--- src/rtl/nrs_pkg.sv ---
// Package: constants for the NAND read-path host sequencer
// ----------------------------------------------------------------------------
// ----------------------------------------------------------------------------
package nrs_pkg;
    // Flash opcodes
    localparam logic [7:0] OP_READ        = 8'h00;
    localparam logic [7:0] OP_READ_CONF   = 8'h30;
    localparam logic [7:0] OP_CACHE_NEXT  = 8'h31;
    localparam logic [7:0] OP_CACHE_LAST  = 8'h3f;
    localparam logic [7:0] OP_RAND        = 8'h05;
    localparam logic [7:0] OP_RAND_CONF   = 8'he0;
    localparam logic [7:0] OP_IDENT       = 8'h90;
    localparam logic [7:0] OP_STATUS      = 8'h70;
    // Address cycle counts and identifier byte count
    localparam int         PAGE_ADDR_CYC  = 5;
    localparam int         COL_ADDR_CYC   = 2;
    localparam int         IDENT_BYTES    = 5;
    // Status register ready bit
    localparam int         SR_READY_BIT   = 6;
    // Host command codes written to the command register
    localparam logic [2:0] HC_PAGE_READ   = 3'h1;
    localparam logic [2:0] HC_RAND_READ   = 3'h2;
    localparam logic [2:0] HC_CACHE_NEXT  = 3'h3;
    localparam logic [2:0] HC_CACHE_LAST  = 3'h4;
    localparam logic [2:0] HC_IDENT       = 3'h5;
    localparam logic [2:0] HC_STATUS_POLL = 3'h6;
    // Host register offsets
    localparam logic [3:0] REG_CMD        = 4'h0;
    localparam logic [3:0] REG_COL        = 4'h1;
    localparam logic [3:0] REG_ROW        = 4'h2;
    localparam logic [3:0] REG_COUNT      = 4'h3;
    localparam logic [3:0] REG_STATUS     = 4'h4;
    localparam logic [3:0] REG_DATA       = 4'h5;
    localparam logic [3:0] REG_IDENT_LO   = 4'h6;
    localparam logic [3:0] REG_IDENT_HI   = 4'h7;
    // Status register bit positions
    localparam int         ST_BUSY        = 0;
    localparam int         ST_DATA_VALID  = 1;
    localparam int         ST_READY_PIN   = 2;
    localparam int         ST_DONE        = 3;
    localparam int         ST_ERROR       = 4;
    // Pin timing, in ns, and cycle counts at 25 MHz
    localparam int         CLK_PERIOD_NS  = 40;
    localparam int         SETUP_NS       = 20;
    localparam int         SETUP_CYC      = (SETUP_NS + CLK_PERIOD_NS - 1) / CLK_PERIOD_NS;
    localparam int         WB_NS          = 100;
    localparam int         WB_CYC         = (WB_NS + CLK_PERIOD_NS - 1) / CLK_PERIOD_NS;
    // Host sequencer states
    typedef enum logic [3:0] {
        NRS_IDLE, NRS_CMD1, NRS_ADDR, NRS_CMD2, NRS_WAIT_WB, NRS_WAIT_RDY,
        NRS_REREAD, NRS_READ, NRS_POLL
    } nrs_state_t;
endpackage : nrs_pkg

--- src/rtl/nrs_host.sv ---
// Host sequencer: drives NAND read, random read, cache read and identifier flows
module nrs_host
    import nrs_pkg::*;
#(
    parameter int COL_W   = 12,
    parameter int ROW_W   = 24,
    parameter int COUNT_W = 12
) (
    input  wire logic        i_clk_sys,   // System clock 25 MHz
    input  wire logic        i_srst,      // Synchronous reset, active high
    input  wire logic [3:0]  i_addr,      // Register address
    input  wire logic [31:0] i_wdata,     // Write data
    input  wire logic        i_wr,        // Write strobe
    input  wire logic        i_rd,        // Read strobe
    output logic      [31:0] o_rdata,     // Read data, one cycle after strobe
    output logic             o_chip_en_n, // Chip enable, low active
    output logic             o_cmd_latch, // Command latch enable
    output logic             o_addr_latch,// Address latch enable
    output logic             o_write_n,   // Write strobe pin, low active
    output logic             o_read_strobe_n, // Read strobe pin, low active
    output logic       [7:0] o_io,        // Data bus out
    output logic             o_io_oe_n,   // Data bus drive enable, low drives
    input  wire logic  [7:0] i_io,        // Data bus in
    input  wire logic        i_ready      // Ready/busy pin, high ready
);
    if (COL_W < 8 || COL_W > 16 || ROW_W < 8 || ROW_W > 24 || COUNT_W < 1 || COUNT_W > 16) begin : g_bad_param
        $error("nrs_host parameter out of range");
    end
    nrs_state_t        state;
    logic [2:0]        cmd;
    logic [COL_W-1:0]  col;
    logic [ROW_W-1:0]  row;
    logic [COUNT_W-1:0] count, left;
    logic [2:0]        acnt;
    logic              busy, dvalid, done, err;
    logic [7:0]        data;
    logic [39:0]       ident;
    logic [7:0]        wb_cnt;
    logic              stb_go, stb_low, stb_done;
    logic              rd_go, rd_low, rd_done;
    logic [7:0]        wbyte;
    // Address byte for the given cycle index
    function automatic logic [7:0] addr_byte(input logic [2:0] i, input logic [COL_W-1:0] c,
                                             input logic [ROW_W-1:0] r);
        logic [15:0] cw;
        logic [23:0] rw;
        cw = 16'(c);
        rw = 24'(r);
        case (i)
            3'h0:    addr_byte = cw[7:0];
            3'h1:    addr_byte = cw[15:8];
            3'h2:    addr_byte = rw[7:0];
            3'h3:    addr_byte = rw[15:8];
            default: addr_byte = rw[23:16];
        endcase
    endfunction : addr_byte
    // Number of address cycles each host command needs
    function automatic logic [2:0] addr_cycles(input logic [2:0] c);
        case (c)
            HC_PAGE_READ: addr_cycles = 3'(PAGE_ADDR_CYC);
            HC_RAND_READ: addr_cycles = 3'(COL_ADDR_CYC);
            HC_IDENT:     addr_cycles = 3'h1;
            default:      addr_cycles = 3'h0;
        endcase
    endfunction : addr_cycles
    // First opcode of each host command
    function automatic logic [7:0] first_op(input logic [2:0] c);
        case (c)
            HC_PAGE_READ:  first_op = OP_READ;
            HC_RAND_READ:  first_op = OP_RAND;
            HC_CACHE_NEXT: first_op = OP_CACHE_NEXT;
            HC_CACHE_LAST: first_op = OP_CACHE_LAST;
            HC_IDENT:      first_op = OP_IDENT;
            default:       first_op = OP_STATUS;
        endcase
    endfunction : first_op
    // ------------------------------------------------------------------------
    // Pin strobe timers
    // ------------------------------------------------------------------------
    nrs_strobe #(.LOW_CYC(SETUP_CYC)) u_wr_stb (
        .i_clk_sys (i_clk_sys),
        .i_srst    (i_srst),
        .i_start   (stb_go),
        .o_low     (stb_low),
        .o_done    (stb_done)
    );
    nrs_strobe #(.LOW_CYC(SETUP_CYC)) u_rd_stb (
        .i_clk_sys (i_clk_sys),
        .i_srst    (i_srst),
        .i_start   (rd_go),
        .o_low     (rd_low),
        .o_done    (rd_done)
    );
    assign stb_go = (state == NRS_CMD1 || state == NRS_ADDR || state == NRS_CMD2 || state == NRS_REREAD)
                    && !stb_low && !stb_done;
    assign rd_go  = ((state == NRS_READ && left != '0) || state == NRS_POLL) && !rd_low && !rd_done;
    // Byte placed on the bus in each write phase
    always_comb begin
        case (state)
            NRS_CMD1:   wbyte = first_op(cmd);
            NRS_ADDR:   wbyte = (cmd == HC_IDENT) ? 8'h00 : addr_byte(acnt, col, row);
            NRS_CMD2:   wbyte = (cmd == HC_PAGE_READ) ? OP_READ_CONF : OP_RAND_CONF;
            NRS_REREAD: wbyte = OP_READ;
            default:    wbyte = 8'h00;
        endcase
    end
    // ------------------------------------------------------------------------
    // Sequencer
    // ------------------------------------------------------------------------
    always_ff @(posedge i_clk_sys) begin
        if (i_srst) begin
            state <= NRS_IDLE;
            acnt  <= 3'h0;
            left  <= '0;
            busy  <= 1'b0;
            done  <= 1'b0;
            err   <= 1'b0;
            dvalid <= 1'b0;
            data  <= 8'h00;
            ident <= 40'h0;
            wb_cnt <= 8'h00;
        end else begin
            if (i_rd && i_addr == REG_DATA) dvalid <= 1'b0;
            if (i_wr && i_addr == REG_STATUS) begin
                done <= 1'b0;
                err  <= 1'b0;
            end
            case (state)
                NRS_IDLE: begin
                    if (i_wr && i_addr == REG_CMD) begin
                        // Cache commands need the ready pin high first
                        if ((i_wdata[2:0] == HC_CACHE_NEXT || i_wdata[2:0] == HC_CACHE_LAST) && !i_ready) begin
                            err <= 1'b1;
                        end else if (i_wdata[2:0] >= HC_PAGE_READ && i_wdata[2:0] <= HC_STATUS_POLL) begin
                            state <= NRS_CMD1;
                            busy  <= 1'b1;
                            acnt  <= 3'h0;
                        end else begin
                            err <= 1'b1;
                        end
                    end
                end
                NRS_CMD1: if (stb_done) begin
                    if (addr_cycles(cmd) != 3'h0) state <= NRS_ADDR;
                    else if (cmd == HC_STATUS_POLL) state <= NRS_POLL;
                    else begin
                        state  <= NRS_WAIT_WB;
                        wb_cnt <= 8'(WB_CYC);
                    end
                end
                NRS_ADDR: if (stb_done) begin
                    acnt <= acnt + 3'h1;
                    if (acnt + 3'h1 == addr_cycles(cmd)) begin
                        state <= (cmd == HC_IDENT) ? NRS_READ : NRS_CMD2;
                        left  <= (cmd == HC_IDENT) ? COUNT_W'(IDENT_BYTES) : count;
                    end
                end
                NRS_CMD2: if (stb_done) begin
                    if (cmd == HC_PAGE_READ) begin
                        state  <= NRS_WAIT_WB;
                        wb_cnt <= 8'(WB_CYC);
                    end else begin
                        state <= NRS_READ;
                        left  <= count;
                    end
                end
                NRS_WAIT_WB: begin
                    if (wb_cnt != 8'h00) wb_cnt <= wb_cnt - 8'h01;
                    else state <= NRS_WAIT_RDY;
                end
                NRS_WAIT_RDY: if (i_ready) begin
                    // Page data ready in data or cache register; read it out
                    state <= (cmd == HC_PAGE_READ) ? NRS_READ : NRS_READ;
                    left  <= count;
                end
                NRS_REREAD: if (stb_done) begin
                    state <= NRS_READ;
                    left  <= count;
                end
                NRS_POLL: if (rd_done) begin
                    data   <= i_io;
                    dvalid <= 1'b1;
                    if (i_io[SR_READY_BIT]) state <= NRS_REREAD;
                end
                NRS_READ: begin
                    if (left == '0) begin
                        state <= NRS_IDLE;
                        busy  <= 1'b0;
                        done  <= 1'b1;
                    end else if (rd_done) begin
                        data   <= i_io;
                        dvalid <= 1'b1;
                        left   <= left - COUNT_W'(1);
                        if (cmd == HC_IDENT) ident <= {i_io, ident[39:8]};
                    end
                end
                default: state <= NRS_IDLE;
            endcase
        end
    end
    // ------------------------------------------------------------------------
    // Software registers
    // ------------------------------------------------------------------------
    always_ff @(posedge i_clk_sys) begin
        if (i_srst) begin
            cmd   <= HC_PAGE_READ;
            col   <= '0;
            row   <= '0;
            count <= '0;
        end else if (i_wr) begin
            case (i_addr)
                REG_CMD:   if (state == NRS_IDLE) cmd <= i_wdata[2:0];
                REG_COL:   col   <= i_wdata[COL_W-1:0];
                REG_ROW:   row   <= i_wdata[ROW_W-1:0];
                REG_COUNT: count <= i_wdata[COUNT_W-1:0];
                default:   ;
            endcase
        end
    end
    // Read data register, valid the cycle after the read strobe
    always_ff @(posedge i_clk_sys) begin
        if (i_srst) o_rdata <= 32'h0;
        else if (i_rd) begin
            case (i_addr)
                REG_CMD:      o_rdata <= {29'h0, cmd};
                REG_COL:      o_rdata <= 32'(col);
                REG_ROW:      o_rdata <= 32'(row);
                REG_COUNT:    o_rdata <= 32'(count);
                REG_STATUS:   o_rdata <= {27'h0, err, done, i_ready, dvalid, busy};
                REG_DATA:     o_rdata <= {24'h0, data};
                REG_IDENT_LO: o_rdata <= ident[31:0];
                REG_IDENT_HI: o_rdata <= {24'h0, ident[39:32]};
                default:      o_rdata <= 32'h0;
            endcase
        end
    end
    // ------------------------------------------------------------------------
    // Pin drivers, registered; memory starts in read mode so none at reset
    // ------------------------------------------------------------------------
    always_ff @(posedge i_clk_sys) begin
        if (i_srst) begin
            o_chip_en_n     <= 1'b1;
            o_cmd_latch     <= 1'b0;
            o_addr_latch    <= 1'b0;
            o_write_n       <= 1'b1;
            o_read_strobe_n <= 1'b1;
            o_io            <= 8'h00;
            o_io_oe_n       <= 1'b1;
        end else begin
            o_chip_en_n     <= (state == NRS_IDLE);
            o_cmd_latch     <= (state == NRS_CMD1 || state == NRS_CMD2 || state == NRS_REREAD);
            o_addr_latch    <= (state == NRS_ADDR);
            o_write_n       <= !(stb_go || (stb_low && !stb_done));
            o_read_strobe_n <= !(rd_go || (rd_low && !rd_done));
            o_io            <= wbyte;
            o_io_oe_n       <= !(state == NRS_CMD1 || state == NRS_ADDR || state == NRS_CMD2 || state == NRS_REREAD);
        end
    end
endmodule : nrs_host

--- src/rtl/nrs_strobe.sv ---
// Strobe timer: produces pin strobe pulses of a fixed low time
module nrs_strobe
    import nrs_pkg::*;
#(
    parameter int LOW_CYC = 1
) (
    input  wire logic i_clk_sys, // System clock
    input  wire logic i_srst,    // Synchronous reset
    input  wire logic i_start,   // Begin one strobe
    output logic      o_low,     // Strobe held low
    output logic      o_done     // High in the last low cycle
);
    if (LOW_CYC < 1 || LOW_CYC > 255) begin : g_bad_low
        $error("LOW_CYC out of range");
    end
    logic [7:0] cnt;
    // ------------------------------------------------------------------------
    // Count low period; done marks its last cycle so the pin can mirror o_low
    // ------------------------------------------------------------------------
    always_ff @(posedge i_clk_sys) begin
        if (i_srst) begin
            cnt    <= 8'h00;
            o_low  <= 1'b0;
            o_done <= 1'b0;
        end else begin
            o_done <= 1'b0;
            if (i_start && !o_low) begin
                o_low  <= 1'b1;
                o_done <= (LOW_CYC == 1);
                cnt    <= 8'(LOW_CYC);
            end else if (o_low) begin
                if (cnt == 8'h01) o_low <= 1'b0;
                else o_done <= (cnt == 8'h02);
                cnt <= cnt - 8'h01;
            end
        end
    end
endmodule : nrs_strobe

--- config.mk ---
export PLATFORM = sky130hd
export DESIGN_NAME = nrs_host
export DESIGN_NICKNAME = d
export VERILOG_FILES = /design/src/rtl/nrs_pkg.sv /design/src/rtl/nrs_host.sv /design/src/rtl/nrs_strobe.sv
export SDC_FILE = /design/constraint.sdc
export NUM_CORES = 1
export LEC_CHECK = 0
export ABC_AREA = 0
export BUFFER_PORTS_ARGS = -buffer_cell sky130_fd_sc_hd__buf_2
export CAP_MARGIN = 40
export CORE_MARGIN = 2
export CORE_UTILIZATION = 50
export DETAILED_ROUTE_END_ITERATION = 6
export PLACE_DENSITY = 0.69
export SYNTH_ARGS = -nofsm -noshare
export SYNTH_HDL_FRONTEND = slang
export SYNTH_SLANG_ARGS = --single-unit
--- constraint.sdc ---
create_clock -name i_clk_sys -period 3.45 [get_ports i_clk_sys]
set_input_delay 0.5175 -clock i_clk_sys [delete_from_list [all_inputs] [get_ports i_clk_sys]]
set_output_delay 0.5175 -clock i_clk_sys [all_outputs]
set_load 0.03 [all_outputs]
# After elaboration in Yosys (flattened, before gate mapping)
# Cells that the tools add are included.
# classes
add_sub_neg	5
n_lt_le_gt_ge	2
eq_ne	51
muxes	88
bitwise_logic	1
n_reduce_logical	58
# ops
op	n
one-hot mux 32 bit (8 select lines)	1
two-way mux 12 bit	9
two-way mux 8 bit	10
two-way mux 4 bit	15
one-hot mux 12 bit (5 select lines)	1
one-hot mux 8 bit (3 select lines)	2
one-hot mux 8 bit (5 select lines)	1
one-hot mux 4 bit (9 select lines)	1
== test 4 x 3 -> 1 bit (second input constant)	8
one-hot mux 8 bit (4 select lines)	1
two-way mux 1 bit	31
two-way mux 3 bit	10
inequality test 2 bit (second input constant)	13
subtractor 8 x 1 -> 8 bit (second input constant)	3
== test 4 x 2 -> 1 bit (second input constant)	4
== test 8 x 1 -> 1 bit (second input constant)	2
== test 8 x 2 -> 1 bit (second input constant)	2
one-hot mux 8 bit (2 select lines)	1
== test 3 x 2 -> 1 bit (second input constant)	5
logical AND 1 bit	14
inequality test 2 x 1 -> 1 bit (second input constant)	7
AND reduction 13 bit	1
== test 3 bit (second input constant)	4
logical NOT 12 bit	1
29 further kinds	58
# totals
register_bits	196
word_cells	235

# Logic depth before layout (Yosys ltp)
# depth
depth_word	9
mapped_depth	11

# By module
# Synthesis repeated with hierarchy kept, for this count alone.
# unflattened
cells_unflattened	1091
hier_area_um2	8851.0
# modules_own_cells
module	n_inst	cells_per_inst	area_each_um2
nrs_host	1	993	7935.1
nrs_strobe	2	49	457.9

# Worst setup path after synthesis
# Ideal clock, no wire load.
# synth_path
path_type	register -> register
from	reg left[0]
to	reg ident[10]
setup_ns	0.132
arrival_ns	2.080
required_time_ns	3.318
slack_ns	1.237
path_stages_with_launch	11
path_buffers	3
synth_period_minus_slack_ns	2.213
cell_sequence	dfxtp_1 > inv_1 > ha_1 > or4b_1 > buf_2 > o31a_1 > and4_2 > clkbuf_1 > clkbuf_1 > nand2_1 > a21oi_1
# synth_via
elab_chain_len	3
# synth_lines
element	line_no	text
from (decl)	nrs_host.sv:33	logic [COUNT_W-1:0] count, left;
from (signal assigned)	nrs_host.sv:155	left <= (cmd == HC_IDENT) ? COUNT_W'(IDENT_BYTES) : count;
from (signal assigned)	nrs_host.sv:164	left <= count;
from (signal assigned)	nrs_host.sv:174	left <= count;
logical NOT 12 bit	nrs_host.sv:186	if (left == '0) begin
NOT 1 bit (no source line)	n/a	
AND reduction 4 bit (no source line)	n/a	
to (signal assigned)	nrs_host.sv:194	if (cmd == HC_IDENT) ident <= {i_io, ident[39:8]};
to (decl)	nrs_host.sv:37	logic [39:0] ident;
# No other way between the ends.
# A chain may end at the register's enable or synchronous reset.

# Worst setup path in the final report
# layout_path
from	reg cmd[1]
to	reg left[7]
# layout_via
elab_chain_len	8
elab_cells_between_ends	15
cone_classes	6 x eq/ne; 8 x mux; 1 x reduce/logical
# layout_lines
element	line_no	text
from (decl)	nrs_host.sv:30	logic [2:0] cmd;
from (signal assigned)	nrs_host.sv:212	REG_CMD: if (state == NRS_IDLE) cmd <= i_wdata[2:0];
== test 3 bit, or another cell as far along	nrs_host.sv:59, nrs_host.sv:155	
one-hot mux 3 bit (3 select lines)	nrs_host.sv:59	case (c)
two-way mux 3 bit	nrs_host.sv:151	NRS_ADDR: if (stb_done) begin
two-way mux 3 bit	nrs_host.sv:128	case (state)
two-way mux 3 bit	nrs_host.sv:111	if (i_srst) begin
== test 3 bit	nrs_host.sv:153	if (acnt + 3'h1 == addr_cycles(cmd)) begin
inequality test 2 bit (no source line)	n/a	
AND reduction 9 bit (no source line)	n/a	
# Parallel ways exist; a longest one is shown, timed or not. The select of a mux whose other input is x is not followed.

==> impl_metrics.yaml <==
route:
  wire_per_inst_um: 17.63
  drt-initial-drc-count: 793
  wl_mm: 25.04
  ant_nets: 0
  route.detailed.drc: 15
  via_count: 8285
  firstDrtPassIters: 7
  avgViaCountPerCell: 5.835
synthesis:
  synth_edf_count: 0
  synthesis.area_sq_um: 9091
  yosys_warnings: 0
  synth_area_leaders: "dfxtp_1, nand2_1, a21oi_1"
  synthCells: 1141
  synth_cell_type_count: 75
  syn_area_per_cell_sq_um: 7.968
  synth.ff_latch_count: 196
  yosys.area.top_type: "dfxtp_1"
  synthArstFlopShare: 0
  syn-num-nets: 1206
  ys_seq_area_frac: 0.4316
  ys.flop_type: "dfxtp_1"
  yosys.area.top_type_share: 0.4316
placed_design:
  io_buffers: 86
  dp_hpwl_mm: 17.45
  place_ws_ns: 0.7891
  dp.cells: 1388
  place_area_sq_um: 9613
  place.gp.congestion: 0.8647
power:
  comb_power_share: 0.229
  intPower_mw: 3.974
  p_leak_nw: 3.641
  clkPwrFrac: 0.336
  power.switching_mw: 1.955
  pwr-share-seq: 0.435
  power.density_nw_per_um2: 581.1
  swShare: 0.3297
  vdd.ir_drop.worst_mv: 0.4971
critical_path:
  worst-path-max-fanout: 18
  crit_arrival_ns: 2.99
  r2r_slack_ns: 0.81
  cp.required_ns: 3.80
  end_kind: "register"
  crit_type: "register to register"
  start_kind: "register"
sta:
  tightest_slew_ns: 0.9040
  whs_ns: 0.3092
  min_period_ns: 2.638
  final-max-slew-violation-count: 0
  setup_slack_ns: 0.8116
  maxSlewHeadroom: 0.3959
  final-hold-violation-count: 0
  tns_ns: 0
  clock_skew_ns: 0.007474
  fin_crit_sh: 0.7648
  rsz0062_at_grt: "false"
  fmax_mhz: 379.0
  setup_viol: 0
die:
  die_w_um: 138.8
  die_area_sq_um: 19280
  boundaryPins: 95
  coreArea_sq_um: 17900
  start_util: 0.5078
  rows: 49
  die_h_um: 138.8
global_route:
  grt_pass1_wl_mm: 40.27
  grt_pass1_vias: 7434
  grt_overflow: 0
  grt_antenna_before_repair: 0
  grt_max_degree: 66
  track_usage: 0.2599
final_layout:
  n_antenna_cell: 0
  fin_area_sq_um: 10200
  fin_cells: 1420
  syn_to_final_growth_pct: 12.23
  fill_cells: 1677
  drive_gt1_frac: 0.1469
  layout.nets: 1243
status:
  violations: "design-rule violations"
  status: "finished, violations left"
clock_network:
  post_cts_resized: 0
  root_buffer: "clkbuf_16"
  postCtsSetupRepairBufs: 0
  cts_tree: "yes"
  clk_pin_slew_ns: 0.08
  ctsHtreeMaxLevel: 4
  cts_buffers: 17
  clkLatencyLatePin_ns: 0.44
  cts_sinks: 196
  ctsLongestPathBuffers: 2
  cts_hold_buf: 0
job:
  cap_violations: 0
hold_path:
  hold_class: "input port to register"
==> cell usage after synthesis, types with 4 or more instances <==
cell / n
nor2_1: 103
inv_1: 17
nand3b_1: 4
a222oi_1: 18
ha_1: 16
mux2i_1: 12
nor2b_1: 8
o21ai_0: 25
or3_1: 5
a22oi_1: 20
buf_2: 16
and2_1: 4
xor2_1: 10
nand3_1: 33
a211oi_1: 21
nor3_1: 19
mux2_2: 4
a31oi_1: 6
a21oi_1: 161
a21o_1: 4
dfxtp_1: 196
nor4_1: 7
a211oi_2: 6
xnor2_1: 8
clkbuf_1: 64
a311oi_1: 7
buf_1: 5
nand2b_1: 21
nand2_1: 238
buf_6: 4
nor3b_1: 7
==> worst max-delay path, stage by stage (launching register included) <==
cell and delay [ns]:
dfxtp_1 0.71, nor3b_1 0.44, nand4_1 0.16, o2111ai_2 0.18, and3_1 0.54, buf_4 0.27, nor2_1 0.05, a211oi_1 0.20
==> per-stage QoR <==
stage            util  total power [mW]
2_1_floorplan       -             3.671
3_3_place_gp   0.5359             3.943
3_5_place_dp   0.5370             3.971
4_1_cts        0.5700             5.950
5_1_grt        0.5700             6.240
6_report       0.5700             5.929
==> area by class of cell <==
cell class	count	area [sq um]	share of cell area
inverters	17	63.81	0.006254
well taps	229	286.5	0.02808
multi-input cells	839	4736	0.4641
flip-flops and latches	196	3924	0.3846
clock buffers	17	425.4	0.04169
clock inverters	15	165.2	0.01619
repair buffers	107	603.1	0.05911
==> worst paths after layout <==
kind                                   from       end  cells after the start
worst max-delay path                 cmd[1]   left[7]                      7
worst max register to register       cmd[1]   left[7]                      7
worst min-delay path            i_wdata[15]   row[15]                      3
worst min register to register     ident[7]  ident[7]                      2
==> cell families (layout without fill, tap and decap cells) <==
kind of cell               Yosys count  count (layout)  share of synthesized area
and+or+nand+nor                    485             485                     0.2455
AOI/OAI and AO/OA                  303             303                     0.2144
DFF                                196             196                     0.4316
buffers and inverters              106             156                    0.04927
xor gates and xnor gates            18              18                    0.01734
muxes                               17              17                    0.01982
adders and majority gates           16              16                    0.02202
==> state kept, by name, summed over array words and instances (netlist names), 4 cells and up <==
register,count
ident,40
o_rdata,32
row,24
col,12
count,12
left,12
data,8
o_io,8
u_rd_stb.cnt,8
u_wr_stb.cnt,8
wb_cnt,8
state,4
==> per-layer routing <==
layer  vias to the layer above  global-route usage  routed length [um]  part of all wire
met3                        24             0.04800                1986             0.079
met1                      3880              0.3876               11500              0.46
met2                       310              0.3876               11200              0.45
li1                       4071                   -                   -                 -
met4                         0             0.06911                 353             0.014
met5                         -                   0                   0                 0
==> cell usage in the layout, fill, tap and decap left out, drive strengths merged, types with 21 or more instances in the layout <==
cell and count:
o21ai 25, nand2b 21, inv 24, a211oi 27, dfxtp 196, nor2 105, a21oi 161, nand2 239
nand3 33, buf 107
==> power by group through the flow <==
stage	Sequential, mW	Combinational, mW	Clock, mW
after global routing	2.60	1.52	2.12
after detailed placement	2.63	1.34	0
after global placement	2.62	1.32	0
final	2.58	1.36	1.99
after CTS	2.58	1.35	2.02
after floorplan	2.59	1.08	0
(Power assumes the default switching activity.)
